[src/include/pbc_pkg.sv]
// package: constants for the basic control low bits block
`default_nettype none
package pbc_pkg;
  localparam logic [4:0] REG_BASIC_MODE_CONTROL = 5'h00;
  localparam int BIT_RESTART = 9;
  localparam int BIT_DUPLEX = 8;
  localparam int BIT_COL_TEST = 7;
  localparam int BIT_AN_ENABLE = 12;
  localparam int BIT_SPEED = 13;
  localparam logic RST_COL_TEST = 1'b0;
  localparam logic RST_RESTART = 1'b0;
  localparam int CLK_NS = 100;
  // bit time at 10 Mb/s is 100 ns
  localparam int BIT_TIME_NS = 100;
  localparam int COL_ON_MAX_NS = 512 * BIT_TIME_NS;
  localparam int COL_OFF_MAX_NS = 4 * BIT_TIME_NS;
  localparam int COL_ON_MAX_CYC = COL_ON_MAX_NS / CLK_NS;
  localparam int COL_OFF_MAX_CYC = COL_OFF_MAX_NS / CLK_NS;
endpackage
`default_nettype wire

[src/hdl/pbc_sync2.sv]
// two flip-flop synchroniser for pin inputs
`timescale 1ns/1ps
`default_nettype none
module pbc_sync2 #(
  parameter int WIDTH = 1
) (
  // clock and reset
  input wire logic clk_sys_i,
  input wire logic reset_i,
  // data
  input wire logic [WIDTH-1:0] async_i,
  output logic [WIDTH-1:0] sync_o
);
  logic [WIDTH-1:0] meta_q;
  always_ff @(posedge clk_sys_i or posedge reset_i) begin
    if (reset_i) begin
      meta_q <= '0;
      sync_o <= '0;
    end else begin
      meta_q <= async_i;
      sync_o <= meta_q;
    end
  end
endmodule
`default_nettype wire

[src/hdl/pbc_basic_control.sv]
// basic mode control register, bits 9 down to 0, with collision test
// Behaviour
// - writing one to bit 9 restarts auto-negotiation from the beginning
// - restart write ignored while auto-negotiation enable bit 12 is zero
// - restart bit reads 1 until negotiation starts, then self-clears
// - writing zero to restart does not disturb a running negotiation
// - with negotiation off, bit 8 selects full (1) or half (0) duplex
// - collision test: col asserted within 512 bit times of tx enable
// - collision test: col dropped within 4 bit times of tx enable low
// - bits 6:0 reserved, writes discarded, read as zero
// - negotiation disabled: speed and duplex bits fix the port mode
// - negotiation enabled: speed and duplex bits are disregarded
`timescale 1ns/1ps
`default_nettype none
module pbc_basic_control (
  // clock and reset
  input wire logic clk_sys_i,
  input wire logic reset_i,
  // register access from the management interface
  input wire logic [4:0] reg_addr_i,
  input wire logic reg_wr_i,
  input wire logic [15:0] reg_wdata_i,
  output logic [9:0] reg_rdata_o,
  // neighbouring register bits
  input wire logic an_enable_i,
  input wire logic speed_bit_i,
  // strap pin
  input wire logic duplex_strap_i,
  // negotiation engine
  input wire logic an_started_i,
  input wire logic an_result_full_i,
  input wire logic an_result_fast_i,
  output logic an_restart_o,
  // resolved port mode
  output logic port_full_duplex_o,
  output logic port_fast_o,
  // mii pins
  input wire logic mii_tx_en_i,
  output logic mii_col_o
);
  typedef enum logic [3:0] {
    PBC_SYNC_A = 4'b0001,
    PBC_SYNC_B = 4'b0010,
    PBC_STRAP = 4'b0100,
    PBC_RUN = 4'b1000
  } pbc_phase_t;

  typedef struct packed {
    pbc_phase_t phase;
    logic restart;
    logic duplex;
    logic col_test;
    logic an_restart;
    logic full;
    logic fast;
    logic col;
    logic [9:0] rdata;
  } pbc_state_t;

  pbc_state_t s_q, s_d;
  logic tx_en_s;
  logic strap_s;
  logic wr_hit;

  pbc_sync2 #(.WIDTH(2)) u_sync (
    .clk_sys_i(clk_sys_i),
    .reset_i(reset_i),
    .async_i({mii_tx_en_i, duplex_strap_i}),
    .sync_o({tx_en_s, strap_s})
  );

  assign wr_hit = reg_wr_i && (reg_addr_i == pbc_pkg::REG_BASIC_MODE_CONTROL);

  always_comb begin
    s_d = s_q;
    s_d.an_restart = 1'b0;
    unique case (s_q.phase)
      PBC_SYNC_A: begin
        // strap still crossing the synchroniser
        s_d.phase = PBC_SYNC_B;
      end
      PBC_SYNC_B: begin
        s_d.phase = PBC_STRAP;
      end
      PBC_STRAP: begin
        // strap caught after reset release, synchronised
        s_d.duplex = strap_s;
        s_d.phase = PBC_RUN;
      end
      PBC_RUN: begin
        if (wr_hit) begin
          s_d.duplex = reg_wdata_i[pbc_pkg::BIT_DUPLEX];
          s_d.col_test = reg_wdata_i[pbc_pkg::BIT_COL_TEST];
          // zero write leaves restart untouched
          if (reg_wdata_i[pbc_pkg::BIT_RESTART] && an_enable_i) begin
            s_d.restart = 1'b1;
            s_d.an_restart = 1'b1;
          end
        end
        // set wins over completion in the same cycle
        if (s_q.restart && an_started_i && !s_d.an_restart) begin
          s_d.restart = 1'b0;
        end
      end
      default: s_d.phase = PBC_SYNC_A;
    endcase
    if (an_enable_i) begin
      s_d.full = an_result_full_i;
      s_d.fast = an_result_fast_i;
    end else begin
      s_d.full = s_d.duplex;
      s_d.fast = speed_bit_i;
    end
    // col follows tx enable in two to three cycles
    s_d.col = s_q.col_test && tx_en_s;
    s_d.rdata = '0;
    s_d.rdata[pbc_pkg::BIT_RESTART] = s_d.restart;
    s_d.rdata[pbc_pkg::BIT_DUPLEX] = s_d.duplex;
    s_d.rdata[pbc_pkg::BIT_COL_TEST] = s_d.col_test;
  end

  always_ff @(posedge clk_sys_i or posedge reset_i) begin
    if (reset_i) begin
      s_q.phase <= PBC_SYNC_A;
      s_q.restart <= pbc_pkg::RST_RESTART;
      s_q.duplex <= 1'b0;
      s_q.col_test <= pbc_pkg::RST_COL_TEST;
      s_q.an_restart <= 1'b0;
      s_q.full <= 1'b0;
      s_q.fast <= 1'b0;
      s_q.col <= 1'b0;
      s_q.rdata <= '0;
    end else begin
      s_q <= s_d;
    end
  end

  assign reg_rdata_o = s_q.rdata;
  assign an_restart_o = s_q.an_restart;
  assign port_full_duplex_o = s_q.full;
  assign port_fast_o = s_q.fast;
  assign mii_col_o = s_q.col;

  // helper counters for collision timing
  logic [9:0] on_cnt_q;
  logic [3:0] off_cnt_q;
  always_ff @(posedge clk_sys_i or posedge reset_i) begin
    if (reset_i) begin
      on_cnt_q <= '0;
      off_cnt_q <= '0;
    end else begin
      on_cnt_q <= (mii_tx_en_i && s_q.col_test && !s_q.col) ?
        on_cnt_q + 10'h001 : 10'h000;
      off_cnt_q <= (!mii_tx_en_i && s_q.col) ? off_cnt_q + 4'h1 : 4'h0;
    end
  end

  chk_col_on_time: assert property (
    @(posedge clk_sys_i) disable iff (reset_i)
    on_cnt_q <= 10'(pbc_pkg::COL_ON_MAX_CYC))
    else $error("col late after tx enable");
  chk_col_off_time: assert property (
    @(posedge clk_sys_i) disable iff (reset_i)
    off_cnt_q <= 4'(pbc_pkg::COL_OFF_MAX_CYC))
    else $error("col late to drop");
  chk_col_needs_test: assert property (
    @(posedge clk_sys_i) disable iff (reset_i)
    !s_q.col_test |=> !mii_col_o)
    else $error("col without test mode");
  chk_col_follow: assert property (
    @(posedge clk_sys_i) disable iff (reset_i)
    (s_q.col_test && tx_en_s) |=> mii_col_o)
    else $error("col did not follow tx enable");
  chk_restart_ignored: assert property (
    @(posedge clk_sys_i) disable iff (reset_i)
    (wr_hit && !an_enable_i && !s_q.restart) |=> !an_restart_o)
    else $error("restart taken with negotiation off");
  chk_restart_pulse: assert property (
    @(posedge clk_sys_i) disable iff (reset_i)
    (s_q.phase == PBC_RUN && wr_hit && an_enable_i
      && reg_wdata_i[pbc_pkg::BIT_RESTART]) |=> an_restart_o
      && reg_rdata_o[pbc_pkg::BIT_RESTART])
    else $error("restart not issued");
  chk_restart_hold: assert property (
    @(posedge clk_sys_i) disable iff (reset_i)
    (s_q.restart && !an_started_i) |=> s_q.restart)
    else $error("restart bit cleared early");
  chk_restart_clear: assert property (
    @(posedge clk_sys_i) disable iff (reset_i)
    (s_q.restart && an_started_i && !wr_hit) |=> !s_q.restart)
    else $error("restart bit did not self clear");
  chk_zero_write: assert property (
    @(posedge clk_sys_i) disable iff (reset_i)
    (s_q.restart && !an_started_i && wr_hit) |=> s_q.restart)
    else $error("zero write disturbed restart");
  chk_reserved_zero: assert property (
    @(posedge clk_sys_i) disable iff (reset_i)
    reg_rdata_o[6:0] == 7'h00)
    else $error("reserved bits not zero");
  chk_duplex_write: assert property (
    @(posedge clk_sys_i) disable iff (reset_i)
    (s_q.phase == PBC_RUN && wr_hit) |=>
      reg_rdata_o[pbc_pkg::BIT_DUPLEX]
        == $past(reg_wdata_i[pbc_pkg::BIT_DUPLEX]))
    else $error("duplex bit not stored");
  chk_forced_duplex: assert property (
    @(posedge clk_sys_i) disable iff (reset_i)
    (!an_enable_i && s_q.phase == PBC_RUN && !wr_hit)[*2] |->
      port_full_duplex_o == s_q.duplex && port_fast_o == $past(speed_bit_i))
    else $error("forced mode wrong");
  chk_an_mode: assert property (
    @(posedge clk_sys_i) disable iff (reset_i)
    an_enable_i |=> port_full_duplex_o == $past(an_result_full_i))
    else $error("negotiated duplex wrong");
  chk_strap_load: assert property (
    @(posedge clk_sys_i) disable iff (reset_i)
    s_q.phase == PBC_STRAP |=> s_q.duplex == $past(strap_s))
    else $error("strap not loaded");
endmodule
`default_nettype wire

[config.mk]
export PLATFORM = sky130hd
export DESIGN_NAME = pbc_basic_control
export DESIGN_NICKNAME = d
export VERILOG_FILES = /design/src/include/pbc_pkg.sv /design/src/hdl/pbc_sync2.sv /design/src/hdl/pbc_basic_control.sv
export SDC_FILE = /design/constraint.sdc
export NUM_CORES = 1
export LEC_CHECK = 0
export BUFFER_PORTS_ARGS = -buffer_cell sky130_fd_sc_hd__buf_2
export CORE_MARGIN = 1
export CORE_UTILIZATION = 35
export DETAILED_ROUTE_END_ITERATION = 10
export PLACE_DENSITY = 0.73
export SYNTH_ARGS = -nofsm -noshare
export SYNTH_HDL_FRONTEND = slang
export SYNTH_SLANG_ARGS = --single-unit
[constraint.sdc]
create_clock -name clk_sys_i -period 1.5 [get_ports clk_sys_i]
set_clock_uncertainty 0.15 [all_clocks]
set_input_delay 0.15 -clock clk_sys_i [delete_from_list [all_inputs] [get_ports clk_sys_i]]
set_output_delay 0.15 -clock clk_sys_i [all_outputs]
set_load 0.02 [all_outputs]
==> results.md, run 1 <==
* Final-stage net count at around 120
* Overflow after GRT at 0
* Clk network pwr share at 27.6%
* Final critical-path share of the clock period at between 90% and 100%
* Commonest non-fill, non-tap cell in the layout: buf_2
* Vias per inst at approximately 4.4
* H-tree levels at 1
* Post-layout util at about 53%
* Final setup vio count at 0
* Post-route minimum period at ~1.5 ns
* Via count at between 500 and 600
* Die height at approximately 45 um
* Routed WL per cell at ~10 um
* Dpl cell area at slightly below 800 um2
* Comb pwr share at 18.2%
* CORE AREA at 1750 um2
* Distinct cell type count after synthesis at 24
* Max Cap Violations at 0
* Syn Inst Count at 50
* Vias in the first global route at 506
* Initial antenna violation count at 0
* Global-route wire length before repair at between 2000 and 2500 um
* Clock-pin slew on the worst setup and hold paths at about 0.090 ns
* Buf/Inv on CP at 0
* Gr usage total at 13.6%
* Achievable Freq at 668 MHz
* Clock Latency Late Sink at 0.28 ns
* CP required at around 1.5 ns
* Final hold viol count at 0
* Worst Path Class, Setup: reg2reg
* Seq pwr share at 54.3%
* Drt drc at 0
* Synth top area share at a little over half
* VDD IR max at 663 uV
* Share of layout cells above drive strength 1 at between 40 and 50%
* FILL cells at 148
* Leading area contributor after synthesis: dfrtp_1
* Crit. End Element: flip-flop
* Total CTS buffers at 3
* Top post-synthesis cells by area: dfrtp_1 (53%), buf_4 (11%), dfstp_2 (4.0%)
* Slowest-stage cell, CP: dfrtp_1
* Pwr Density at between 800 and 900 nW/um2
* Sw power at between 0.2 and 0.25 mW
* Post-DP HPWL at between 800 and 900 um
* Mapped cell area at roughly 660 um2
* Worst setup SP type: flip-flop
* Port bufs at 24
* Max transition margin at a little over three fifths
* Die area at 2050 um2
* Die span in x at roughly 45 um
* Final wirelength at about 1200 um
* #FFs+latches synth at 15
* Area delta synth->final at 41.0%
* CTS tree: yes
* Leakage Power at 0.472 nW
* Seq/Total Area, Yosys at 57.4%
* HP Class: in2reg
* Syn avg cell area at between 10 and 15 um2
* Commonest non-fill, non-tap cells in the layout: buf_2 (24), dfrtp_1 (14), dlygate4sd3_1 (10), conb_1 (7), buf_4 (5)
* Max stage delay on crit path at 0.43 ns
* Worst slew pin tran at approximately 0.55 ns
* Internal at 0.594 mW
* Starting Density at about 38%
* Clk sinks at 15
* Synth warnings at 0
* Largest net degree at the start of global routing at 16
* Fin area at between 900 and 1000 um2
* Root Buffer: clkbuf_4
* First-iteration detailed-routing DRC count at 5
* GP Congestion at a little over 0.7
* Crit-path cells: nor4b_4 -> and3_4 -> mux2_4
* Crit Path Max Fanout at 3
* Site Rows at 15
* Longest Clk Path Bufs at 2
* Sw frac at around a quarter
* Final Max Slew Viols at 0
* Crit path DAT at roughly 1.5 ns
* Drt pass-1 iters at 2
* # diodes at 0
* Total Power at a little over 0.8 mW
* RSZ-0062 raised after global routing: true
* Routed Antenna Nets at 0
* # IOs at between 40 and 50
* Delay-heaviest family, CP: simple AND/OR/NAND/NOR gates
* Status: finished, final reports clean
layer usage:
metal | GRT usage, % | part of all wire [%] | vias to the layer above
li1 | - | - | 236
met1 | 15.9 | 38 | 244
met2 | 24.9 | 55 | 21
met3 | 1.60 | 5.0 | 2
met4 | 5.45 | 1.2 | 0
met5 | 0 | 0 | -
state kept, by name, summed over array words and instances (netlist names):
name                cells
s_q                     4
port_fast_o             1
an_restart_o            1
port_full_duplex_o      1
mii_col_o               1
reg_rdata_o             3
u_sync.sync_o           2
u_sync.meta_q           2
layout make-up:
type                       count  area (um2)  share of cell area (%)
clock inverter                 1        5.00                   0.541
inverter                       3        11.3                    1.22
multi-input combinational     28         220                    23.8
timing repair buffer          39         258                    27.9
sequential                    15         377                    40.7
clock buffer                   3        22.5                    2.44
tap                           25        31.3                    3.38
kinds of logic (layout without fill, tap and decap cells):
kind of cell / after synthesis / after routing / synth area share [%]
AO/OA/AOI/OAI: 4 / 4 / 5.15
multiplexers: 2 / 2 / 4.01
AND/OR/NAND/NOR: 15 / 15 / 19.7
buffers and inverters: 13 / 46 / 13.2
other: 1 / 7 / 0.572
flip-flops: 15 / 15 / 57.4
worst reg2reg max path: stages, from the launching register on:
cell     delay [ns]
dfrtp_1        0.43
nor4b_4        0.29
and3_4         0.24
mux2_4         0.29
per-stage QoR:
stage | instances | hold WS, ns | setup WS (ns) | setup TNS, ns
global placement | 99 | 0.0608 | 0.0249 | 0
finish | 114 | 0.0300 | 0.00198 | 0
global route | 114 | 0.0233 | -0.0526 | -0.0976
floorplan | 56 | -0.0992 | -0.0214 | -0.0214
detailed placement | 99 | 0.0738 | 0.00536 | 0
CTS | 114 | 0.0156 | -0.0150 | -0.0150
cell usage after synthesis:
| cell type | n |
|---|---|
| nor4b_1 | 2 |
| or2_1 | 1 |
| nor3_1 | 1 |
| nor4_2 | 1 |
| a32o_1 | 1 |
| and2_1 | 1 |
| and3_1 | 1 |
| a311o_1 | 1 |
| nor4b_2 | 1 |
| dfstp_2 | 1 |
| nand3_1 | 1 |
| a32oi_1 | 1 |
| and3_4 | 1 |
| nor2b_1 | 1 |
| nand4_1 | 1 |
| buf_4 | 10 |
| conb_1 | 1 |
| dfrtp_1 | 14 |
| a21oi_1 | 1 |
| nor4b_4 | 1 |
| mux2_2 | 1 |
| mux2_4 | 1 |
| nand2_1 | 2 |
| inv_1 | 3 |
final timing paths:
kind / startpoint / endpoint / slack, ns / cells past startpoint
max in group asynchronous: reset_i / s_q[18] / 0.51 / 3
min in group asynchronous: reset_i / mii_col_o / 0.31 / 3
max: s_q[19] / reg_rdata_o[7] / 0.002 / 3
min: reg_wdata_i[8] / reg_rdata_o[8] / 0.03 / 3
min reg2reg: u_sync.meta_q[0] / u_sync.sync_o[0] / 0.21 / 0
max reg2reg: s_q[19] / reg_rdata_o[7] / 0.002 / 3
power groups by stage:
stage	Sequential [mW]	Clock, mW	Combinational (mW)
2_1_floorplan	0.456	0	0.0947
3_3_place_gp	0.446	0	0.124
3_5_place_dp	0.446	0	0.127
4_1_cts	0.438	0.234	0.147
5_1_grt	0.442	0.250	0.158
6_report	0.438	0.223	0.146
timing repair:
action	CTS	global route
resized for setup	0	1
buffers inserted	1	0
setup endpoints to repair	2	4
pin swaps	0	1
hold buffers	10	0
endpoints found under the hold margin	21	0
No activity file was read; power rests on OpenSTA's default activity.
==> run 2: changes to the inputs <==
--- a/config.mk
+++ b/config.mk
@@ -6,9 +6,11 @@
 export NUM_CORES = 1
 export LEC_CHECK = 0
 export BUFFER_PORTS_ARGS = -buffer_cell sky130_fd_sc_hd__buf_2
+export CORE_ASPECT_RATIO = 0.75
 export CORE_MARGIN = 1
 export CORE_UTILIZATION = 35
 export DETAILED_ROUTE_END_ITERATION = 10
+export HOLD_SLACK_MARGIN = 0.12
 export PLACE_DENSITY = 0.73
 export SYNTH_ARGS = -nofsm -noshare
 export SYNTH_HDL_FRONTEND = slang
==> run 2 against run 1 <==
Count of clock-buffer cells in the layout increased by 1; via count decreased by 0.60%; global-route usage increased by 1.7 points; total power increased by 0.69%; register-to-register slack about the same; largest power group unchanged.
==> results.md, run 2 (synthesis results as in run 1) <==
* Status: finished, final reports clean
* Worst setup SP type: flip-flop
* FILL cells at 144 (-2.7%)
* Max transition margin at 63.2% (+0.091 points)
* Worst slew pin tran at 0.552 ns (-0.00137 ns)
* Routed met2 length at 710 um (+11%)
* Starting Density at 37.7% (+0.11 points)
* Routed Antenna Nets at 0 (unchanged)
* Clock-pin slew on the worst setup and hold paths at 0.08 ns (about the same)
* Final hold viol count at 0 (unchanged)
* Die height at 39.5 um (-13%)
* Drt drc at 0 (unchanged)
* Crit. End Element: flip-flop
* Commonest non-fill, non-tap cell in the layout: buf_2
* Final critical-path share of the clock period at 99.9% (about the same)
* Vias in the first global route at 508 (+0.40%)
* Clk sinks at 15 (unchanged)
* Setup WS pre-CTS at -0.00612 ns (-0.0115 ns)
* Final Max Slew Viols at 0 (unchanged)
* Crit Path Max Fanout at 4 (+1)
* Via count at 500 (-0.60%)
* Placed instance count at 95 (-4.0%)
* Comb pwr share at 18.6% (+0.4 points)
* Area delta synth->final at 41.4%
* # diodes at 0 (unchanged)
* Sw power at 0.211 mW (-1.0%)
* WL met3 at 79 um (+36%)
* CTS tree: yes
* Largest net degree at the start of global routing at 16 (unchanged)
* Final wirelength at 1310 um (+13%)
* Routed WL per cell at 11.7 um (+15%)
* Share of layout cells above drive strength 1 at 42.2% (-3.8 points)
* Top layer in use: met4
* VDD IR max at 675 uV (+1.8%)
* Longest Clk Path Bufs at 2 (unchanged)
* Buf/Inv on CP at 0 (unchanged)
* Delay-heaviest family, CP: simple AND/OR/NAND/NOR gates
* GP Congestion at 0.761 (+5.8%)
* First-iteration detailed-routing DRC count at 2 (-3)
* Wl on met1 at 509 um (+14%)
* Max Cap Violations at 0 (unchanged)
* Die area at 2050 um2 (about the same)
* Non-filler cells, final at 112 (-1.8%)
* Largest Register: s_q
* Total CTS buffers at 3 (unchanged)
* Multi-input logic area at 215 um2 (-2.3%)
* Post-layout util at 53.3% (+0.30 points)
* CP required at 1.51 ns (about the same)
* CORE AREA at 1740 um2 (-0.29%)
* Final-stage net count at 122 (+0.83%)
* Port bufs at 24 (unchanged)
* # IOs at 45 (unchanged)
* Sw frac at 25.9% (-0.45 points)
* Crit-path cells: nor4b_2 -> a311o_1 -> a32oi_1
* Worst Path Class, Setup: reg2reg
* Leakage Power at 0.471 nW (-0.25%)
* H-tree levels at 1 (unchanged)
* Site Rows at 13 (-2)
* Overflow after GRT at 0 (unchanged)
* Final WS setup at 0.00101 ns (-0.000971 ns)
* Slowest-stage cell, CP: nor4b_2
* Commonest non-fill, non-tap cells in the layout: buf_2 (24), dfrtp_1 (14), dlygate4sd3_1 (12), conb_1 (7), buf_4 (4)
* Max FFs per register at 4 (unchanged)
* Root Buffer: clkbuf_4
* Reg area at 377 um2 (unchanged)
* Die span in x at 52.0 um (+15%)
* RSZ-0062 raised after global routing: true
* Clk network pwr share at 27.5% (about the same)
* Clock Latency Late Sink at 0.28 ns (about the same)
* Crit path DAT at 1.51 ns (about the same)
* Post-DP HPWL at 862 um (+2.8%)
* Max stage delay on crit path at 0.48 ns (+0.05 ns)
* Achievable Freq at 667 MHz (about the same)
* Vias per inst at 4.46 (+1.2%)
* Initial antenna violation count at 0 (unchanged)
* Pwr Density at 877 nW/um2 (+0.42%)
* Final setup vio count at 0 (unchanged)
* Post-route minimum period at 1.50 ns (+0.000971 ns)
* Drt pass-1 iters at 2 (unchanged)
* Internal at 0.602 mW (+1.3%)
* HP Class: in2reg
* Seq pwr share at 54.0% (-0.3 points)
* Gr usage total at 15.3% (+1.7 points)
* Global-route wire length before repair at 2110 um (+4.8%)
==> run 2: what timing repair did <==
item	in CTS	in global routing
resized for setup	0	0
hold endpoints to repair	22	0
setup endpoints to repair	1	3
hold buffers	12	0
buffers inserted	1	0
cloned	0	0
==> run 2: through the flow <==
step	TNS, ns	instance area [um2]	hold slack [ns]	power, mW
2_1_floorplan	-0.0214	678	-0.0992	0.550
3_3_place_gp	0	773	0.0723	0.569
3_5_place_dp	-0.00612	773	0.0874	0.574
4_1_cts	-0.00160	927	0.182	0.828
5_1_grt	-0.124	927	0.206	0.858
6_report	0	927	0.194	0.813
==> run 2: power by group through the flow <==
stage | Sequential (mW) | Clock [mW] | Combinational (mW)
after detailed placement | 0.447 | 0 | 0.127
after global routing | 0.441 | 0.254 | 0.163
final | 0.439 | 0.223 | 0.151
after floorplan | 0.456 | 0 | 0.0947
after CTS | 0.439 | 0.238 | 0.151
after global placement | 0.446 | 0 | 0.123
==> run 2: worst paths after layout <==
check                                      start            endpoint  slack, ns  cells after the start
worst max-delay path                     s_q[18]  port_full_duplex_o      0.001                      3
worst min register to register  u_sync.meta_q[1]    u_sync.sync_o[1]       0.21                      0
worst min-delay path               reg_addr_i[2]      reg_rdata_o[8]       0.19                      5
min in group asynchronous                reset_i             s_q[19]       0.30                      3
worst max register to register           s_q[18]  port_full_duplex_o      0.001                      3
max in group asynchronous                reset_i             s_q[17]       0.53                      3
==> run 2: layout make-up <==
type                            count  area share (%)
Clock buffer                        4            2.83
Multi-Input combinational cell     28            23.2
Sequential cell                    15            40.6
Inverter                            3            1.21
Tap cell                           22            2.97
Timing Repair Buffer               40            29.1
==> run 2: layer usage <==
layer	global-route usage, %	vias to the layer above
met5	0	-
met4	6.08	0
met3	6.59	2
met2	29.5	18
met1	14.4	243
li1	-	237
==> run 2: worst min-delay path: stages <==
cell	delay, ns
buf_2	0.08
nor4_2	0.04
buf_4	0.12
nand4_1	0.10
nand3_1	0.08
==> run 3: changes to the inputs <==
--- a/config.mk
+++ b/config.mk
@@ -10,6 +10,7 @@
 export CORE_MARGIN = 1
 export CORE_UTILIZATION = 35
 export DETAILED_ROUTE_END_ITERATION = 10
+export GPL_TIMING_DRIVEN = 0
 export HOLD_SLACK_MARGIN = 0.12
 export PLACE_DENSITY = 0.73
 export SYNTH_ARGS = -nofsm -noshare
==> run 3 against run 2 <==
The flow now finishes with violations (setup timing); cell count rose by 8.9%; global-route usage fell by 0.97 points; via count rose by 2.4%; sequential share of layout area fell by 3.0 points; count of clock-buffer cells in the layout did not move; combinational power rose by 17%; sequential cell count did not move; setup slack got worse by 0.030 ns; largest power group unchanged.
==> results.md, run 3 (synthesis results as in run 1) <==
* Grt met2 use at 26.0% (-3.5 points)
* FILL cells at 145 (+0.69%)
* Worst setup SP type: flip-flop
* VDD IR max at 576 uV (-15%)
* Post-layout util at 57.6% (+4.3 points)
* Final hold viol count at 0 (unchanged)
* Starting Density at 37.7% (unchanged)
* Final WS setup at -0.0290 ns (-0.0300 ns)
* Post-DP HPWL at 844 um (-2.1%)
* Drt drc at 0 (unchanged)
* First-iteration detailed-routing DRC count at 6 (+4)
* Largest Register: s_q
* Seq pwr share at 52.2% (-1.8 points)
* Comb pwr share at 21.1% (+2.5 points)
* Routed Antenna Nets at 0 (unchanged)
* Die span in x at 52.0 um (unchanged)
* Gr busiest metal: met2
* Max transition margin at 63.0% (-0.13 points)
* HP Class: in2reg
* Port bufs at 24 (unchanged)
* GP Congestion at 0.761 (about the same)
* Crit Path Max Fanout at 2 (-2)
* Largest net degree at the start of global routing at 16 (unchanged)
* Overflow after GRT at 0 (unchanged)
* Internal at 0.626 mW (+4.0%)
* Site Rows at 13 (unchanged)
* Final critical-path share of the clock period at 102% (+2.0 points)
* Worst Path Class, Setup: reg2reg
* Post-route minimum period at 1.53 ns (+0.0300 ns)
* Final-stage net count at 132 (+8.2%)
* RSZ-0062 raised after global routing: true
* Drt pass-1 iters at 4 (+2)
* Achievable Freq at 654 MHz (-2.0%)
* Pwr Density at 838 nW/um2 (-4.4%)
* H-tree levels at 1 (unchanged)
* Final Max Slew Viols at 0 (unchanged)
* Final setup vio count at 1 (+1)
* CTS tree: yes
* Vias in the first global route at 484 (-4.7%)
* CP required at 1.52 ns (about the same)
* Die area at 2050 um2 (unchanged)
* Vias per inst at 4.20 (-6.0%)
* Longest Clk Path Bufs at 2 (unchanged)
* Clock Latency Late Sink at 0.28 ns (about the same)
* Crit path DAT at 1.55 ns (+0.04 ns)
* # diodes at 0 (unchanged)
* Leakage Power at 0.524 nW (+11%)
* Root Buffer: clkbuf_4
* Total CTS buffers at 3 (unchanged)
* Met1 Usage GRT at 14.3% (-0.068 points)
* Commonest non-fill, non-tap cell in the layout: buf_2
* Area delta synth->final at 52.9%
* Clock-pin slew on the worst setup and hold paths at 0.08 ns (about the same)
* Failing checks: setup timing
* Sw frac at 25.5% (-0.49 points)
* Routed WL per cell at 10.2 um (-13%)
* Global-route wire length before repair at 2000 um (-5.2%)
* Share of layout cells above drive strength 1 at 48.0% (+5.8 points)
* Grt met3 use at 6.59% (unchanged)
* Sw power at 0.214 mW (+1.4%)
* CORE AREA at 1740 um2 (unchanged)
* Clk network pwr share at 26.7% (-0.8 points)
* # hold bufs at CTS at 12 (unchanged)
* Via count at 512 (+2.4%)
* Final wirelength at 1250 um (-4.7%)
* # IOs at 45 (unchanged)
* Max FFs per register at 4 (unchanged)
* Fin area at 1000 um2 (+8.1%)
* Gr usage total at 14.3% (-0.97 points)
* Clk sinks at 15 (unchanged)
* Dpl cell area at 826 um2 (+6.8%)
* Worst slew pin tran at 0.554 ns (+0.00198 ns)
* Max Cap Violations at 0 (unchanged)
* Die height at 39.5 um (unchanged)
* Status: finished with violations
* Crit. End Element: flip-flop
* Commonest non-fill, non-tap cells in the layout: buf_2 (24), buf_4 (14), dfrtp_1 (14), dlygate4sd3_1 (12), conb_1 (7)
* Initial antenna violation count at 0 (unchanged)
run 3: cell type report:
cell class	instances	area, um2	share of cell area (%)
plain buffers	10	75.1	7.49
clock buffers	4	26.3	2.62
inverters	3	11.3	1.12
multi-input cells	28	215	21.5
flip-flops and latches	15	377	37.6
well taps	22	27.5	2.75
repair buffers	40	270	27.0
run 3: path summary, 6_finish.rpt:
check	start	to	slack, ns	depth (start not counted)
max in group asynchronous	reset_i	s_q[17]	0.52	3
worst max-delay path	s_q[19]	reg_rdata_o[7]	-0.03	3
worst min-delay path	reg_addr_i[2]	reg_rdata_o[8]	0.06	4
min in group asynchronous	reset_i	s_q[19]	0.31	3
worst min register to register	u_sync.meta_q[1]	u_sync.sync_o[1]	0.21	0
worst max register to register	s_q[19]	reg_rdata_o[7]	-0.03	3
run 3: timing repair:
item / CTS / global route
cloned: 0 / 0
endpoints found under the hold margin: 22 / 2
setup endpoints to repair: 1 / 7
resized for setup: 0 / 0
pin swaps: 3 / 3
setup buffers: 4 / 0
run 3: routing by layer:
metal	part of all wire (%)	wire [um]
met4	0.48	6
met3	7.1	89
met5	0	0
met1	41	513
met2	51	635
run 3: power groups by stage:
stage	clock network, mW	logic, mW	registers [mW]
after detailed placement	0	0.154	0.446
final	0.224	0.177	0.438
after CTS	0.233	0.179	0.439
after global routing	0.254	0.193	0.442
after global placement	0	0.151	0.446
after floorplan	0	0.0947	0.456
run 3: worst max-delay path: stages (launching register included):
cell and delay, ns:
dfrtp_1 0.42, nor4b_4 0.31, and3_4 0.24, mux2_4 0.29
run 3: metrics by stage:
step	instances	hold slack, ns	total power [mW]	setup WS (ns)	TNS [ns]
5_1_grt	122	0.0891	0.888	-0.0635	-0.177
3_5_place_dp	102	0.0823	0.600	-0.136	-0.136
3_3_place_gp	102	0.0747	0.597	-0.120	-0.120
6_report	122	0.0634	0.840	-0.0290	-0.0290
4_1_cts	122	0.0650	0.850	-0.0278	-0.0278
2_1_floorplan	56	-0.0992	0.550	-0.0214	-0.0214
